==> src/inc/tgc_pkg.sv <==
/*
  package of the timeout guard counter: register offsets, field layout,
  reset values, feed sequence words and the tick source select.
  assumes a single core clock domain and a plain strobe register port.
*/
`default_nettype none
// How it works
// the counter is 24 bits and advances only on every fourth tick clock edge.
// each prescaled tick takes one away from the counter.
// a reload value below 0xff is replaced by 0xff when loaded.
// the interval thus spans 256 to 2**24 prescaled ticks in steps of one.
// while enabled, an expired counter raises a system reset request in reset mode, otherwise a maskable interrupt.
// software can set enable, and only a reset or a timeout or feed fault clears it.
// while enabled, a wrong or broken feed sequence is a fault giving reset or interrupt.
// a readable flag records that the last reset came from this block.
// the tick is the internal 2 MHz clock or the external clock, per the select setting.
// software feeds with two fixed words on consecutive accesses; anything between faults.
package tgc_pkg;
  // ==========================================================
  // register map (byte addresses)
  localparam logic [7:0]  ADDR_MODE    = 8'h00;
  localparam logic [7:0]  ADDR_RELOAD  = 8'h04;
  localparam logic [7:0]  ADDR_FEED    = 8'h08;
  localparam logic [7:0]  ADDR_COUNT   = 8'h0c;
  localparam logic [7:0]  ADDR_STATUS  = 8'h10;
  localparam logic [7:0]  ADDR_MASK    = 8'h14;
  localparam logic [7:0]  ADDR_CLKSEL  = 8'h18;
  // ==========================================================
  // field positions of the mode register
  localparam int          MODE_EN_BIT    = 0;
  localparam int          MODE_RESET_BIT = 1;
  localparam int          MODE_FLAG_BIT  = 2;
  // status bits: timeout and feed fault events
  localparam int          ST_TIMEOUT_BIT = 0;
  localparam int          ST_FAULT_BIT   = 1;
  localparam int          ST_W           = 2;
  // ==========================================================
  // counter geometry and values
  localparam int          CNT_W          = 24;
  localparam logic [23:0] RELOAD_MIN     = 24'h0000ff;
  localparam logic [23:0] RELOAD_RST     = 24'h0000ff;
  localparam logic [1:0]  PRESCALE_LAST  = 2'h3;
  localparam logic [7:0]  FEED_FIRST     = 8'haa;
  localparam logic [7:0]  FEED_SECOND    = 8'h55;
  // ==========================================================
  typedef enum logic {TGC_SRC_INT_OSC, TGC_SRC_EXT_CLK} tgc_src_t;
  typedef enum {TGC_FEED_IDLE, TGC_FEED_ARMED} tgc_feed_t;
  typedef struct packed {
    logic       wr;
    logic       rd;
    logic [7:0] addr;
    logic [31:0] wdata;
  } tgc_req_t;
endpackage : tgc_pkg
`default_nettype wire

==> src/rtl/tgc_timeout_guard.sv <==
/*
  timeout guard counter: prescaled 24-bit down counter that requests a
  system reset or an interrupt when not fed in time or fed wrongly.
  assumes: core_clk 10 MHz; the tick clocks arrive as asynchronous levels
  and are sampled here; the reset cause flag input is a level that the
  system holds stable while rst is high and after release.

  register port: one-cycle write strobe with address and data, one-cycle
  read strobe with address, read data registered and shown only in the
  cycle after the read strobe, zero in every other cycle.

  register layout:
    mode   : enable (write one sets), reset mode (1 = system reset,
             0 = interrupt only, writable only while disabled), reset
             cause flag (read; write one clears)
    reload : 24-bit reload value, clamped to the minimum when loaded
    feed   : two fixed words on consecutive accesses reload the counter
    count  : live counter value (read only)
    status : timeout and feed fault, sticky, cleared by a read
    mask   : same layout as status, enables the interrupt
    clksel : tick source, internal oscillator or external clock

  limitations: tick clocks must stay well below half the core clock, or
  edges are lost in the synchronisers and the guard runs slow.
*/
// Our own choices: the register addresses and the strobed register port.
`default_nettype none
module tgc_timeout_guard (
  input  wire logic        core_clk,
  input  wire logic        rst,
  input  wire logic        int_osc_tick_clk,
  input  wire logic        ext_tick_clk,
  input  wire logic        reset_by_guard,
  input  wire logic        reg_wr,
  input  wire logic        reg_rd,
  input  wire logic [7:0]  reg_addr,
  input  wire logic [31:0] reg_wdata,
  output logic      [31:0] reg_rdata,
  output logic             sys_reset_req,
  output logic             irq
);
  // ==========================================================
  // request bundle
  tgc_pkg::tgc_req_t req;
  assign req = '{wr: reg_wr, rd: reg_rd, addr: reg_addr, wdata: reg_wdata};

  // ==========================================================
  // tick source synchronisers
  // two flops per source; nothing but the second flop is read, so a
  // metastable first stage never reaches the edge detector
  localparam int N_SRC = 2;
  wire logic [N_SRC-1:0] tick_pin = {ext_tick_clk, int_osc_tick_clk};
  logic      [N_SRC-1:0] tick_sync;
  genvar si;
  generate
    for (si = 0; si < N_SRC; si = si + 1) begin : g_sync
      logic [1:0] sync_ff;
      always_ff @(posedge core_clk or posedge rst) begin
        if (rst) begin
          sync_ff <= 2'h0;
        end else begin
          sync_ff <= {sync_ff[0], tick_pin[si]};
        end
      end
      assign tick_sync[si] = sync_ff[1];
    end
  endgenerate

  logic       tick_last_ff;

  // ==========================================================
  // tick source select
  // switching the source may give one stray edge; that costs at most one
  // prescaler step, which is far below the minimum interval
  tgc_pkg::tgc_src_t src_ff;
  wire logic tick_lvl  = (src_ff == tgc_pkg::TGC_SRC_EXT_CLK) ?
                         tick_sync[1] : tick_sync[0];
  wire logic tick_rise = tick_lvl & ~tick_last_ff;

  // ==========================================================
  // prescaler: one enable pulse every fourth tick edge
  logic [1:0] pre_ff;
  wire logic  pre_tick = tick_rise && (pre_ff == tgc_pkg::PRESCALE_LAST);

  // ==========================================================
  // register decode
  wire logic wr_mode   = req.wr && (req.addr == tgc_pkg::ADDR_MODE);
  wire logic wr_reload = req.wr && (req.addr == tgc_pkg::ADDR_RELOAD);
  wire logic wr_feed   = req.wr && (req.addr == tgc_pkg::ADDR_FEED);
  wire logic wr_mask   = req.wr && (req.addr == tgc_pkg::ADDR_MASK);
  wire logic wr_clksel = req.wr && (req.addr == tgc_pkg::ADDR_CLKSEL);
  wire logic rd_status = req.rd && (req.addr == tgc_pkg::ADDR_STATUS);

  logic                         en_ff;
  logic                         rst_mode_ff;
  logic                         flag_ff;
  logic [tgc_pkg::CNT_W-1:0]    reload_ff;
  logic [tgc_pkg::CNT_W-1:0]    cnt_ff;
  logic [tgc_pkg::ST_W-1:0]     status_ff;
  logic [tgc_pkg::ST_W-1:0]     mask_ff;
  logic                         sysrst_ff;
  logic                         flag_seen_ff;
  tgc_pkg::tgc_feed_t           feed_ff;

  // ==========================================================
  // feed sequence
  wire logic feed_first  = wr_feed && (req.wdata[7:0] == tgc_pkg::FEED_FIRST);
  wire logic feed_second = wr_feed && (req.wdata[7:0] == tgc_pkg::FEED_SECOND);
  wire logic armed       = (feed_ff == tgc_pkg::TGC_FEED_ARMED);
  // any access while armed other than the closing word breaks the sequence
  wire logic any_access  = req.wr || req.rd;
  wire logic feed_ok     = armed && feed_second;
  wire logic feed_bad    = en_ff && ((armed && any_access && !feed_second) ||
                                     (!armed && wr_feed && !feed_first));
  wire logic expire      = en_ff && pre_tick && (cnt_ff == '0);
  wire logic guard_event = expire || feed_bad;

  // reload clamp: never start below the minimum
  wire logic [tgc_pkg::CNT_W-1:0] reload_clamped =
      (reload_ff < tgc_pkg::RELOAD_MIN) ? tgc_pkg::RELOAD_MIN : reload_ff;
  wire logic [tgc_pkg::CNT_W-1:0] wr_reload_val = req.wdata[tgc_pkg::CNT_W-1:0];

  // ==========================================================
  // next state
  logic [tgc_pkg::CNT_W-1:0] nxt_cnt;
  always_comb begin
    nxt_cnt = cnt_ff;
    if (feed_ok || !en_ff) begin
      nxt_cnt = reload_clamped;
    end else if (pre_tick && cnt_ff != '0) begin
      nxt_cnt = cnt_ff - 24'h000001;
    end
  end

  // ==========================================================
  // feed sequence state
  // the armed state waits for the next access of any kind, however many
  // idle cycles pass first; only an access decides whether the feed completes
  tgc_pkg::tgc_feed_t nxt_feed;
  always_comb begin
    nxt_feed = feed_ff;
    case (feed_ff)
      tgc_pkg::TGC_FEED_IDLE: begin
        if (feed_first) begin
          nxt_feed = tgc_pkg::TGC_FEED_ARMED;
        end else begin
          nxt_feed = tgc_pkg::TGC_FEED_IDLE;
        end
      end
      tgc_pkg::TGC_FEED_ARMED: begin
        if (any_access) begin
          nxt_feed = tgc_pkg::TGC_FEED_IDLE;
        end else begin
          nxt_feed = tgc_pkg::TGC_FEED_ARMED;
        end
      end
      default: begin
        nxt_feed = tgc_pkg::TGC_FEED_IDLE;
      end
    endcase
  end

  // ==========================================================
  // status: events set, a read clears, a set in the same cycle wins
  // the set must win so that an event landing on the clearing read is not lost
  wire logic [tgc_pkg::ST_W-1:0] st_set = {feed_bad, expire};
  logic      [tgc_pkg::ST_W-1:0] nxt_status;
  genvar gi;
  generate
    for (gi = 0; gi < tgc_pkg::ST_W; gi = gi + 1) begin : g_status
      assign nxt_status[gi] = st_set[gi] | (status_ff[gi] & ~rd_status);
    end
  endgenerate

  // ==========================================================
  // prescaler and reset request next values
  // the prescaler moves only on a tick edge, so a stopped tick clock stalls
  // the guard instead of letting it run on the core clock
  wire logic [1:0] nxt_pre    = tick_rise ? (pre_ff + 2'h1) : pre_ff;
  // reset mode: the request is held until the system resets this block, so
  // even a one-cycle guard event leaves a full-length reset behind
  wire logic       nxt_sysrst = sysrst_ff || (guard_event && rst_mode_ff);

  // ==========================================================
  // counter registers
  always_ff @(posedge core_clk or posedge rst) begin
    if (rst) begin
      tick_last_ff <= 1'b0;
      pre_ff       <= 2'h0;
      cnt_ff       <= tgc_pkg::RELOAD_RST;
      feed_ff      <= tgc_pkg::TGC_FEED_IDLE;
      status_ff    <= '0;
      sysrst_ff    <= 1'b0;
    end else begin
      tick_last_ff <= tick_lvl;
      pre_ff       <= nxt_pre;
      cnt_ff       <= nxt_cnt;
      feed_ff      <= nxt_feed;
      status_ff    <= nxt_status;
      sysrst_ff    <= nxt_sysrst;
    end
  end

  // ==========================================================
  // control registers
  // enable is write-one only; a guard event drops it and beats a write in
  // the same cycle, so software cannot hide a fault by re-enabling
  wire logic mode_en_wr   = wr_mode && req.wdata[tgc_pkg::MODE_EN_BIT];
  wire logic mode_clr_wr  = wr_mode && req.wdata[tgc_pkg::MODE_FLAG_BIT];
  wire logic nxt_en       = guard_event ? 1'b0 : (en_ff || mode_en_wr);
  // the reset mode is frozen while enabled, so a running guard cannot be
  // turned into a harmless interrupt-only guard
  wire logic nxt_rst_mode = (wr_mode && !en_ff) ? req.wdata[tgc_pkg::MODE_RESET_BIT]
                                                : rst_mode_ff;
  wire logic [tgc_pkg::CNT_W-1:0] nxt_reload = wr_reload ? wr_reload_val : reload_ff;
  wire logic [tgc_pkg::ST_W-1:0]  nxt_mask   = wr_mask ? req.wdata[tgc_pkg::ST_W-1:0]
                                                       : mask_ff;
  tgc_pkg::tgc_src_t              nxt_src;
  assign nxt_src = wr_clksel ? tgc_pkg::tgc_src_t'(req.wdata[0]) : src_ff;

  always_ff @(posedge core_clk or posedge rst) begin
    if (rst) begin
      en_ff       <= 1'b0;
      rst_mode_ff <= 1'b0;
      reload_ff   <= tgc_pkg::RELOAD_RST;
      mask_ff     <= '0;
      src_ff      <= tgc_pkg::TGC_SRC_INT_OSC;
    end else begin
      en_ff       <= nxt_en;
      rst_mode_ff <= nxt_rst_mode;
      reload_ff   <= nxt_reload;
      mask_ff     <= nxt_mask;
      src_ff      <= nxt_src;
    end
  end

  // ==========================================================
  // reset cause flag
  // caught on the first clock after release, cleared by writing one; the
  // cause input is trusted only once, because the system may drop it later
  wire logic nxt_flag = !flag_seen_ff ? reset_by_guard
                                      : (mode_clr_wr ? 1'b0 : flag_ff);

  always_ff @(posedge core_clk or posedge rst) begin
    if (rst) begin
      flag_ff      <= 1'b0;
      flag_seen_ff <= 1'b0;
    end else begin
      flag_seen_ff <= 1'b1;
      flag_ff      <= nxt_flag;
    end
  end

  // ==========================================================
  // read data, one cycle after the read strobe
  logic [31:0] rd_mux;
  always_comb begin
    rd_mux = 32'h00000000;
    case (req.addr)
      tgc_pkg::ADDR_MODE:   rd_mux = {29'h0, flag_ff, rst_mode_ff, en_ff};
      tgc_pkg::ADDR_RELOAD: rd_mux = {8'h00, reload_ff};
      tgc_pkg::ADDR_COUNT:  rd_mux = {8'h00, cnt_ff};
      tgc_pkg::ADDR_STATUS: rd_mux = {30'h0, status_ff};
      tgc_pkg::ADDR_MASK:   rd_mux = {30'h0, mask_ff};
      tgc_pkg::ADDR_CLKSEL: rd_mux = {31'h0, src_ff};
      default:              rd_mux = 32'h00000000;
    endcase
  end

  // data stand only in the answer cycle, so a stale value is never mistaken
  // for a fresh read
  wire logic [31:0] nxt_rdata = req.rd ? rd_mux : 32'h00000000;

  always_ff @(posedge core_clk or posedge rst) begin
    if (rst) begin
      reg_rdata <= 32'h00000000;
    end else begin
      reg_rdata <= nxt_rdata;
    end
  end

  // ==========================================================
  // outputs
  assign sys_reset_req = sysrst_ff;
  assign irq           = |(status_ff & mask_ff);
endmodule : tgc_timeout_guard
`default_nettype wire

==> config.mk <==
export PLATFORM = sky130hd
export DESIGN_NAME = tgc_timeout_guard
export DESIGN_NICKNAME = d
export VERILOG_FILES = /design/src/inc/tgc_pkg.sv /design/src/rtl/tgc_timeout_guard.sv
export SDC_FILE = /design/constraint.sdc
export NUM_CORES = 1
export LEC_CHECK = 0
export ABC_AREA = 0
export BUFFER_PORTS_ARGS = -buffer_cell sky130_fd_sc_hd__buf_2
export CORE_ASPECT_RATIO = 1.1
export CORE_MARGIN = 2
export CORE_UTILIZATION = 40
export CTS_CLUSTER_DIAMETER = 40
export CTS_CLUSTER_SIZE = 20
export DETAILED_ROUTE_END_ITERATION = 12
export GPL_ROUTABILITY_DRIVEN = 0
export PLACE_DENSITY = 0.71
export SLEW_MARGIN = 20
export SYNTH_ARGS = -nofsm -noshare
export SYNTH_HDL_FRONTEND = slang
export SYNTH_SLANG_ARGS = --single-unit
==> constraint.sdc <==
create_clock -name core_clk -period 2.5 [get_ports core_clk]
set_input_delay 0.25 -clock core_clk [delete_from_list [all_inputs] [get_ports core_clk]]
set_output_delay 0.25 -clock core_clk [all_outputs]
set_load 0.02 [all_outputs]
==> results.yml, run 1 <==
critical_path:
  crit_slowest_cell: "or4_4"
  path_buf_inv: 3
  worstPathMaxFanout: 8
  critPathTopFamily: "simple AND/OR/NAND/NOR gates"
  cp.arrival_ns: 2.70
  cp-start-kind: "flop"
  crit_path_end_kind: "flop"
  path_cells: "or4_4 -> or4_4 -> buf_6 -> o31ai_4 -> buf_4 -> buf_6 -> nor4_1 -> o31a_1"
  criticalPathCategory: "flop to flop"
  r2r_slack_ns: 0.01
  slowest_delay_ns: 0.56
  worst_ep_required_time_ns: 2.72
hold_path:
  hold_class: "input port to asynchronous set/reset pin"
synth:
  yosysTopAreaCellShare: 0.4190
  synth_seq_cells: 90
  synth_area_leaders: "dfrtp_1 (42%), dfstp_2 (9.5%), mux2_2 (7.9%), a22oi_1 (3.9%), nor2_1 (2.6%)"
  yosys_warnings: 0
  syn_inst: 403
  syn_area_um2: 4419
  seq_area_frac_synth: 0.5142
  synth_ff_type: "dfrtp_1"
  async_reset_ff_frac: 1.000
  synth.distinct_cells: 63
  syn_avg_cell_area_um2: 10.97
  yosys.area.top_type: "dfrtp_1"
  synth_edf_count: 0
  yosysMostFrequentCell: "dfrtp_1"
  synth_commonest_cells: "dfrtp_1 (74), mux2_2 (31), nor2_1 (31)"
sta:
  timing.final.crit_share: 0.9941
  clock.fmax_mhz: 402.4
  tightest_slew_ns: 0.7821
  setup_violations: 0
  fin_skew_ns: 0.006150
  slew_viol_final: 0
  rsz0062_at_grt: "true"
  hold_viol: 0
  finalCriticalPeriod_ns: 2.485
  slew_headroom: 0.4742
global_routing:
  grt_pass1_vias: 3610
  gr-total-overflow: 0
  grt_pass1_wl_mm: 17.76
  grt_util_all_layers: 0.1858
  antenna_found_initial: 0
  grt_max_degree: 91
floorplanning:
  die_x_um: 104.2
  start_util: 0.4069
  ios: 81
  rows: 40
  dieArea_um2: 11910
  die_y_um: 114.2
  core_area_um2: 10860
routing:
  dr.pass1.iters: 5
  drtIter0Drc: 245
  remaining_drc_errors: 0
  drt-wirelength-per-cell_um: 16.91
  antenna_left: 0
  via_per_inst: 5.718
  vias: 3648
  wl_mm: 10.79
outcome:
  status: "completed"
cts:
  cts.sinks: 90
  h-tree-depth: 3
  clockBufferDepth: 2
  cts_tree: "built"
  clkTransAtPathRegs_ns: 0.06
  clkLatencyLatePin_ns: 0.34
  cts_root_buf: "clkbuf_16"
  holdBufCountCts: 0
  cts_buffers: 9
place:
  place_inst: 615
  port_buffers: 64
  dp_hpwl_mm: 7.301
  dpl_cell_area_um2: 5014
finish:
  seq_area_um2: 2272
  fin_cells: 638
  area_growth_pct: 22.45
  final_cell_area_um2: 5411
  fill_cells: 1007
  drive_above_1_share: 0.3422
  n_antenna_cell: 0
  multiInputGateArea_um2: 2031
  nets: 536
run:
  maxCapViolCount: 0
power_and_ir_drop:
  power_density_nw_per_um2: 697.5
  p_leak_uw: 0.002325
  ir_drop_v: 0.0004437
  fin_total_pwr_uw: 3774
==> cell families after synthesis <==
kind of cell / Yosys count / synth area share
multiplexers: 33 / 0.08352
other: 2 / 0.001699
buffers and inverters: 40 / 0.04303
adder cells (fa/ha/maj): 3 / 0.008495
XOR/XNOR: 11 / 0.02180
AO/OA/AOI/OAI: 90 / 0.1554
AND/OR/NAND/NOR: 134 / 0.1719
flip-flops: 90 / 0.5142
==> routing by layer <==
| layer | up-vias | global-route usage | wire length (µm) |
|---|---|---|---|
| met2 | 127 | 0.3158 | 5421 |
| li1 | 1678 | - | - |
| met5 | - | 0 | 0 |
| met4 | 0 | 0.05495 | 144 |
| met3 | 19 | 0.04439 | 537 |
| met1 | 1824 | 0.2380 | 4684 |
==> metrics by stage <==
step	setup slack (ns)	hold WS [ns]	TNS, ns	utilization
CTS	-0.02904	0.01412	-0.04082	0.4878
global route	-0.06867	0.01604	-0.2792	0.4983
global placement	-0.004273	0.3348	-0.004273	0.4616
floorplan	-0.06183	0.2814	-0.06183	-
detailed placement	-0.0003053	0.3370	-0.0004405	0.4616
finish	0.01471	0.01918	0	0.4983
==> sequential cells by signal, summed over array words and instances (netlist names) <==
register,cells
cnt_ff,24
reg_rdata,24
reload_ff,24
g_sync.sync_ff,4
mask_ff,2
pre_ff,2
status_ff,2
en_ff,1
feed_ff,1
flag_ff,1
flag_seen_ff,1
rst_mode_ff,1
src_ff,1
sys_reset_req,1
tick_last_ff,1
==> placed cells by master (no fill, tap or decap), types with 3 or more instances in the layout <==
master      instances
a22o_1              3
a22oi_1            23
a2bb2oi_1           3
a311oi_1            3
a31oi_1             8
and2_1              3
and3_1              3
buf_2              64
buf_4              26
clkbuf_16          10
clkinvlp_4          3
conb_1              9
dfrtp_1            74
dfstp_2            16
ha_1                3
inv_1               8
mux2_2             31
nand2_1            15
nand2b_1            3
nand3_1            11
nand4_1             9
nor2_1             31
nor2b_1            11
nor3_1              4
nor4_1             14
nor4b_1             3
o211ai_1            3
o21ai_0            13
o31a_1              6
o31ai_1             6
o32a_1              5
or3_1               6
or4_1               5
or4_4               3
xnor2_1             9
==> final timing paths <==
| kind | cells after the start | from | endpoint |
|---|---|---|---|
| min | 3 | rst | g_sync[1].sync_ff[1]$_DFF_PP0_ |
| max in group asynchronous | 3 | rst | cnt_ff[2]$_DFFE_PP1P_ |
| min in group core_clk | 1 | ext_tick_clk | g_sync[1].sync_ff[0]$_DFF_PP0_ |
| max reg2reg | 8 | cnt_ff[7]$_DFFE_PP1P_ | cnt_ff[22]$_DFFE_PP0P_ |
| max | 8 | cnt_ff[7]$_DFFE_PP1P_ | cnt_ff[22]$_DFFE_PP0P_ |
| min reg2reg | 0 | g_sync[0].sync_ff[0]$_DFF_PP0_ | g_sync[0].sync_ff[1]$_DFF_PP0_ |
==> where the power goes <==
part,internal [µW],total (µW),switching [µW]
combinational,338,702,364
sequential,1640,1810,167
clock,730,1260,531
==> worst reg2reg max path, delay by kind of cell, from the launching register on <==
| family | cells | cell delay (ns) |
|---|---|---|
| simple gates | 3 | 1.08 |
| compound gates | 2 | 0.49 |
| buf+inv | 3 | 0.44 |
| flops | 1 | 0.37 |
==> cell type report <==
class	instances	share of cell area
inverters	9	0.006936
clock buffers	13	0.04809
multi-input cells	281	0.3753
well taps	147	0.03399
repair buffers	95	0.1114
clock inverters	3	0.004393
flip-flops and latches	90	0.4199
==> what timing repair did <==
| item | in CTS | in global routing |
|---|---|---|
| gates cloned | 0 | 2 |
| buffers inserted | 0 | 5 |
| endpoints found under the hold margin | 0 | 0 |
| endpoints found under the setup margin | 2 | 18 |
| pin swaps | 0 | 3 |
| resized for setup | 0 | 8 |
Power figures use the tool's default switching activity.
==> inputs of run 2 (changes only) <==
--- a/config.mk
+++ b/config.mk
@@ -15,6 +15,7 @@
 export DETAILED_ROUTE_END_ITERATION = 12
 export GPL_ROUTABILITY_DRIVEN = 0
 export PLACE_DENSITY = 0.71
+export RECOVER_POWER = 25
 export SLEW_MARGIN = 20
 export SYNTH_ARGS = -nofsm -noshare
 export SYNTH_HDL_FRONTEND = slang
==> run 2 against run 1 <==
Net effect:
- the flow now finishes with violations (max-capacitance violations, max-slew violations)
- combinational power decreased by 0.9%
- sequential power about the same
- fmax about the same
- critical path type unchanged
- wire length decreased by 0.48%
- via count decreased by 0.85%
- largest power group unchanged
- non-clock buffer count unchanged
- worst hold slack improved by 0.00061 ns
- first-iteration DRC count decreased by 4.5%
- final area decreased by 0.32%
- highest routed layer unchanged
- clock skew decreased by 0.0014 ns
==> results.yml, run 2 (synthesis results as in run 1) <==
sta:
  slew_viol_final: 91
  clock.fmax_mhz: 402.6
  slew_headroom: -0.4393
  finalCriticalPeriod_ns: 2.484
  timing.final.crit_share: 0.9936
  setup_violations: 0
  hold_viol: 0
  tns_ns: 0
  fin_skew_ns: 0.004789
  rsz0062_at_grt: "true"
  tightest_slew_ns: 2.159
floorplanning:
  ios: 81
  die_y_um: 114.2
  core_area_um2: 10860
  dieArea_um2: 11910
  die_x_um: 104.2
  rows: 40
  start_util: 0.4069
critical_path:
  r2r-start: "cnt_ff[7]$_DFFE_PP1P_"
  cp.arrival_ns: 2.70
  cp-start-kind: "flop"
  worstPathMaxFanout: 8
  reg2regPathDepth: 8
  r2r-end: "cnt_ff[22]$_DFFE_PP0P_"
  crit_path_end_kind: "flop"
  r2r_slack_ns: 0.02
  startpoint: "cnt_ff[7]$_DFFE_PP1P_"
  worst_ep_required_time_ns: 2.72
  criticalPathCategory: "flop to flop"
  crit_end: "cnt_ff[22]$_DFFE_PP0P_"
finish:
  fin_cells: 638
  multiInputGateArea_um2: 2031
  fill_cells: 1010
  area_growth_pct: 22.06
  post-route-util: 0.4967
  final_cell_area_um2: 5394
  seq_area_um2: 2272
  layout_commonest_cell: "dfrtp_1"
  drive_above_1_share: 0.3422
  reg_top3: "cnt_ff x24, reg_rdata x24, reload_ff x24"
  final_cell_mix: "dfrtp_1 (74), buf_2 (64), nor2_1 (31), mux2_2 (31), buf_4 (26)"
  n_antenna_cell: 0
  nets: 536
global_routing:
  grt_max_degree: 91
  grt_pass1_wl_mm: 17.76
  gr-total-overflow: 0
  grt_pass1_vias: 3610
  antenna_found_initial: 0
  grt_util_all_layers: 0.1858
run:
  maxCapViolCount: 1
power_and_ir_drop:
  ir_drop_v: 0.0004413
  power_density_nw_per_um2: 698.5
  fin_total_pwr_uw: 3767
  p_leak_uw: 0.002320
cts:
  clkTransAtPathRegs_ns: 0.06
  cts_tree: "built"
  cts_buffers: 9
  cts_root_buf: "clkbuf_16"
  holdBufCountCts: 0
  clkLatencyLatePin_ns: 0.33
  h-tree-depth: 3
  clockBufferDepth: 2
  cts.sinks: 90
routing:
  wl_mm: 10.74
  antenna_left: 0
  vias: 3617
  drtIter0Drc: 234
  dr.pass1.iters: 4
  via_per_inst: 5.669
  drt-wirelength-per-cell_um: 16.83
  remaining_drc_errors: 0
place:
  port_buffers: 64
  dpl_cell_area_um2: 5014
  place_inst: 615
  dp_hpwl_mm: 7.301
outcome:
  violations: "max-capacitance violations, max-slew violations"
  status: "complete, but fails checks"
hold_path:
  hold_class: "input port to flop"
  hold_path_depth: 1
run 2: worst min-delay path by stage:
stage                                         from                        endpoint  slack [ns]
floorplan                         int_osc_tick_clk  g_sync[0].sync_ff[0]$_DFF_PP0_        0.28
global placement    g_sync[0].sync_ff[0]$_DFF_PP0_  g_sync[0].sync_ff[1]$_DFF_PP0_        0.33
detailed placement  g_sync[0].sync_ff[0]$_DFF_PP0_  g_sync[0].sync_ff[1]$_DFF_PP0_        0.34
CTS                                   ext_tick_clk  g_sync[1].sync_ff[0]$_DFF_PP0_        0.01
global route                          ext_tick_clk  g_sync[1].sync_ff[0]$_DFF_PP0_        0.02
finish                                ext_tick_clk  g_sync[1].sync_ff[0]$_DFF_PP0_        0.02
run 2: area by class of cell:
class                   instances  share of cell area
clock buffers                  13             0.04825
clock inverters                 3            0.004407
inverters                       9            0.006495
multi-input cells             281              0.3765
flip-flops and latches         90              0.4212
well taps                     147             0.03410
repair buffers                 95              0.1090
run 2: per-stage QoR:
stage	hold WS, ns	worst slack [ns]
floorplan	0.2814	-0.06183
global placement	0.3348	-0.004273
detailed placement	0.3370	-0.0003053
CTS	0.01412	-0.02904
global route	0.01604	-0.06867
finish	0.01979	0.01601
run 2: repair_timing:
action / CTS / global route
pin swaps: 0 / 3
setup buffers: 0 / 5
setup endpoints to repair: 2 / 18
gates cloned: 0 / 2
gates resized for setup: 0 / 8
run 2: worst max-delay path, stage by stage, from the launching register on:
cell,delay (ns)
dfstp_2,0.37
or4_4,0.56
or4_4,0.47
buf_6,0.17
o31ai_4,0.25
buf_4,0.17
buf_6,0.10
nor4_1,0.05
o31a_1,0.24
run 2: where the power goes:
group	leakage, µW	internal [µW]	switching (µW)
combinational	0.00103	335	362
clock	0.000132	730	530
sequential	0.00115	1640	167
run 2: per-layer routing:
metal / track usage / up-vias / share of wire
li1: - / 1676 / -
met1: 0.2380 / 1814 / 0.44
met2: 0.3158 / 116 / 0.50
met3: 0.04439 / 11 / 0.049
met4: 0.05495 / 0 / 0.010
met5: 0 / - / 0
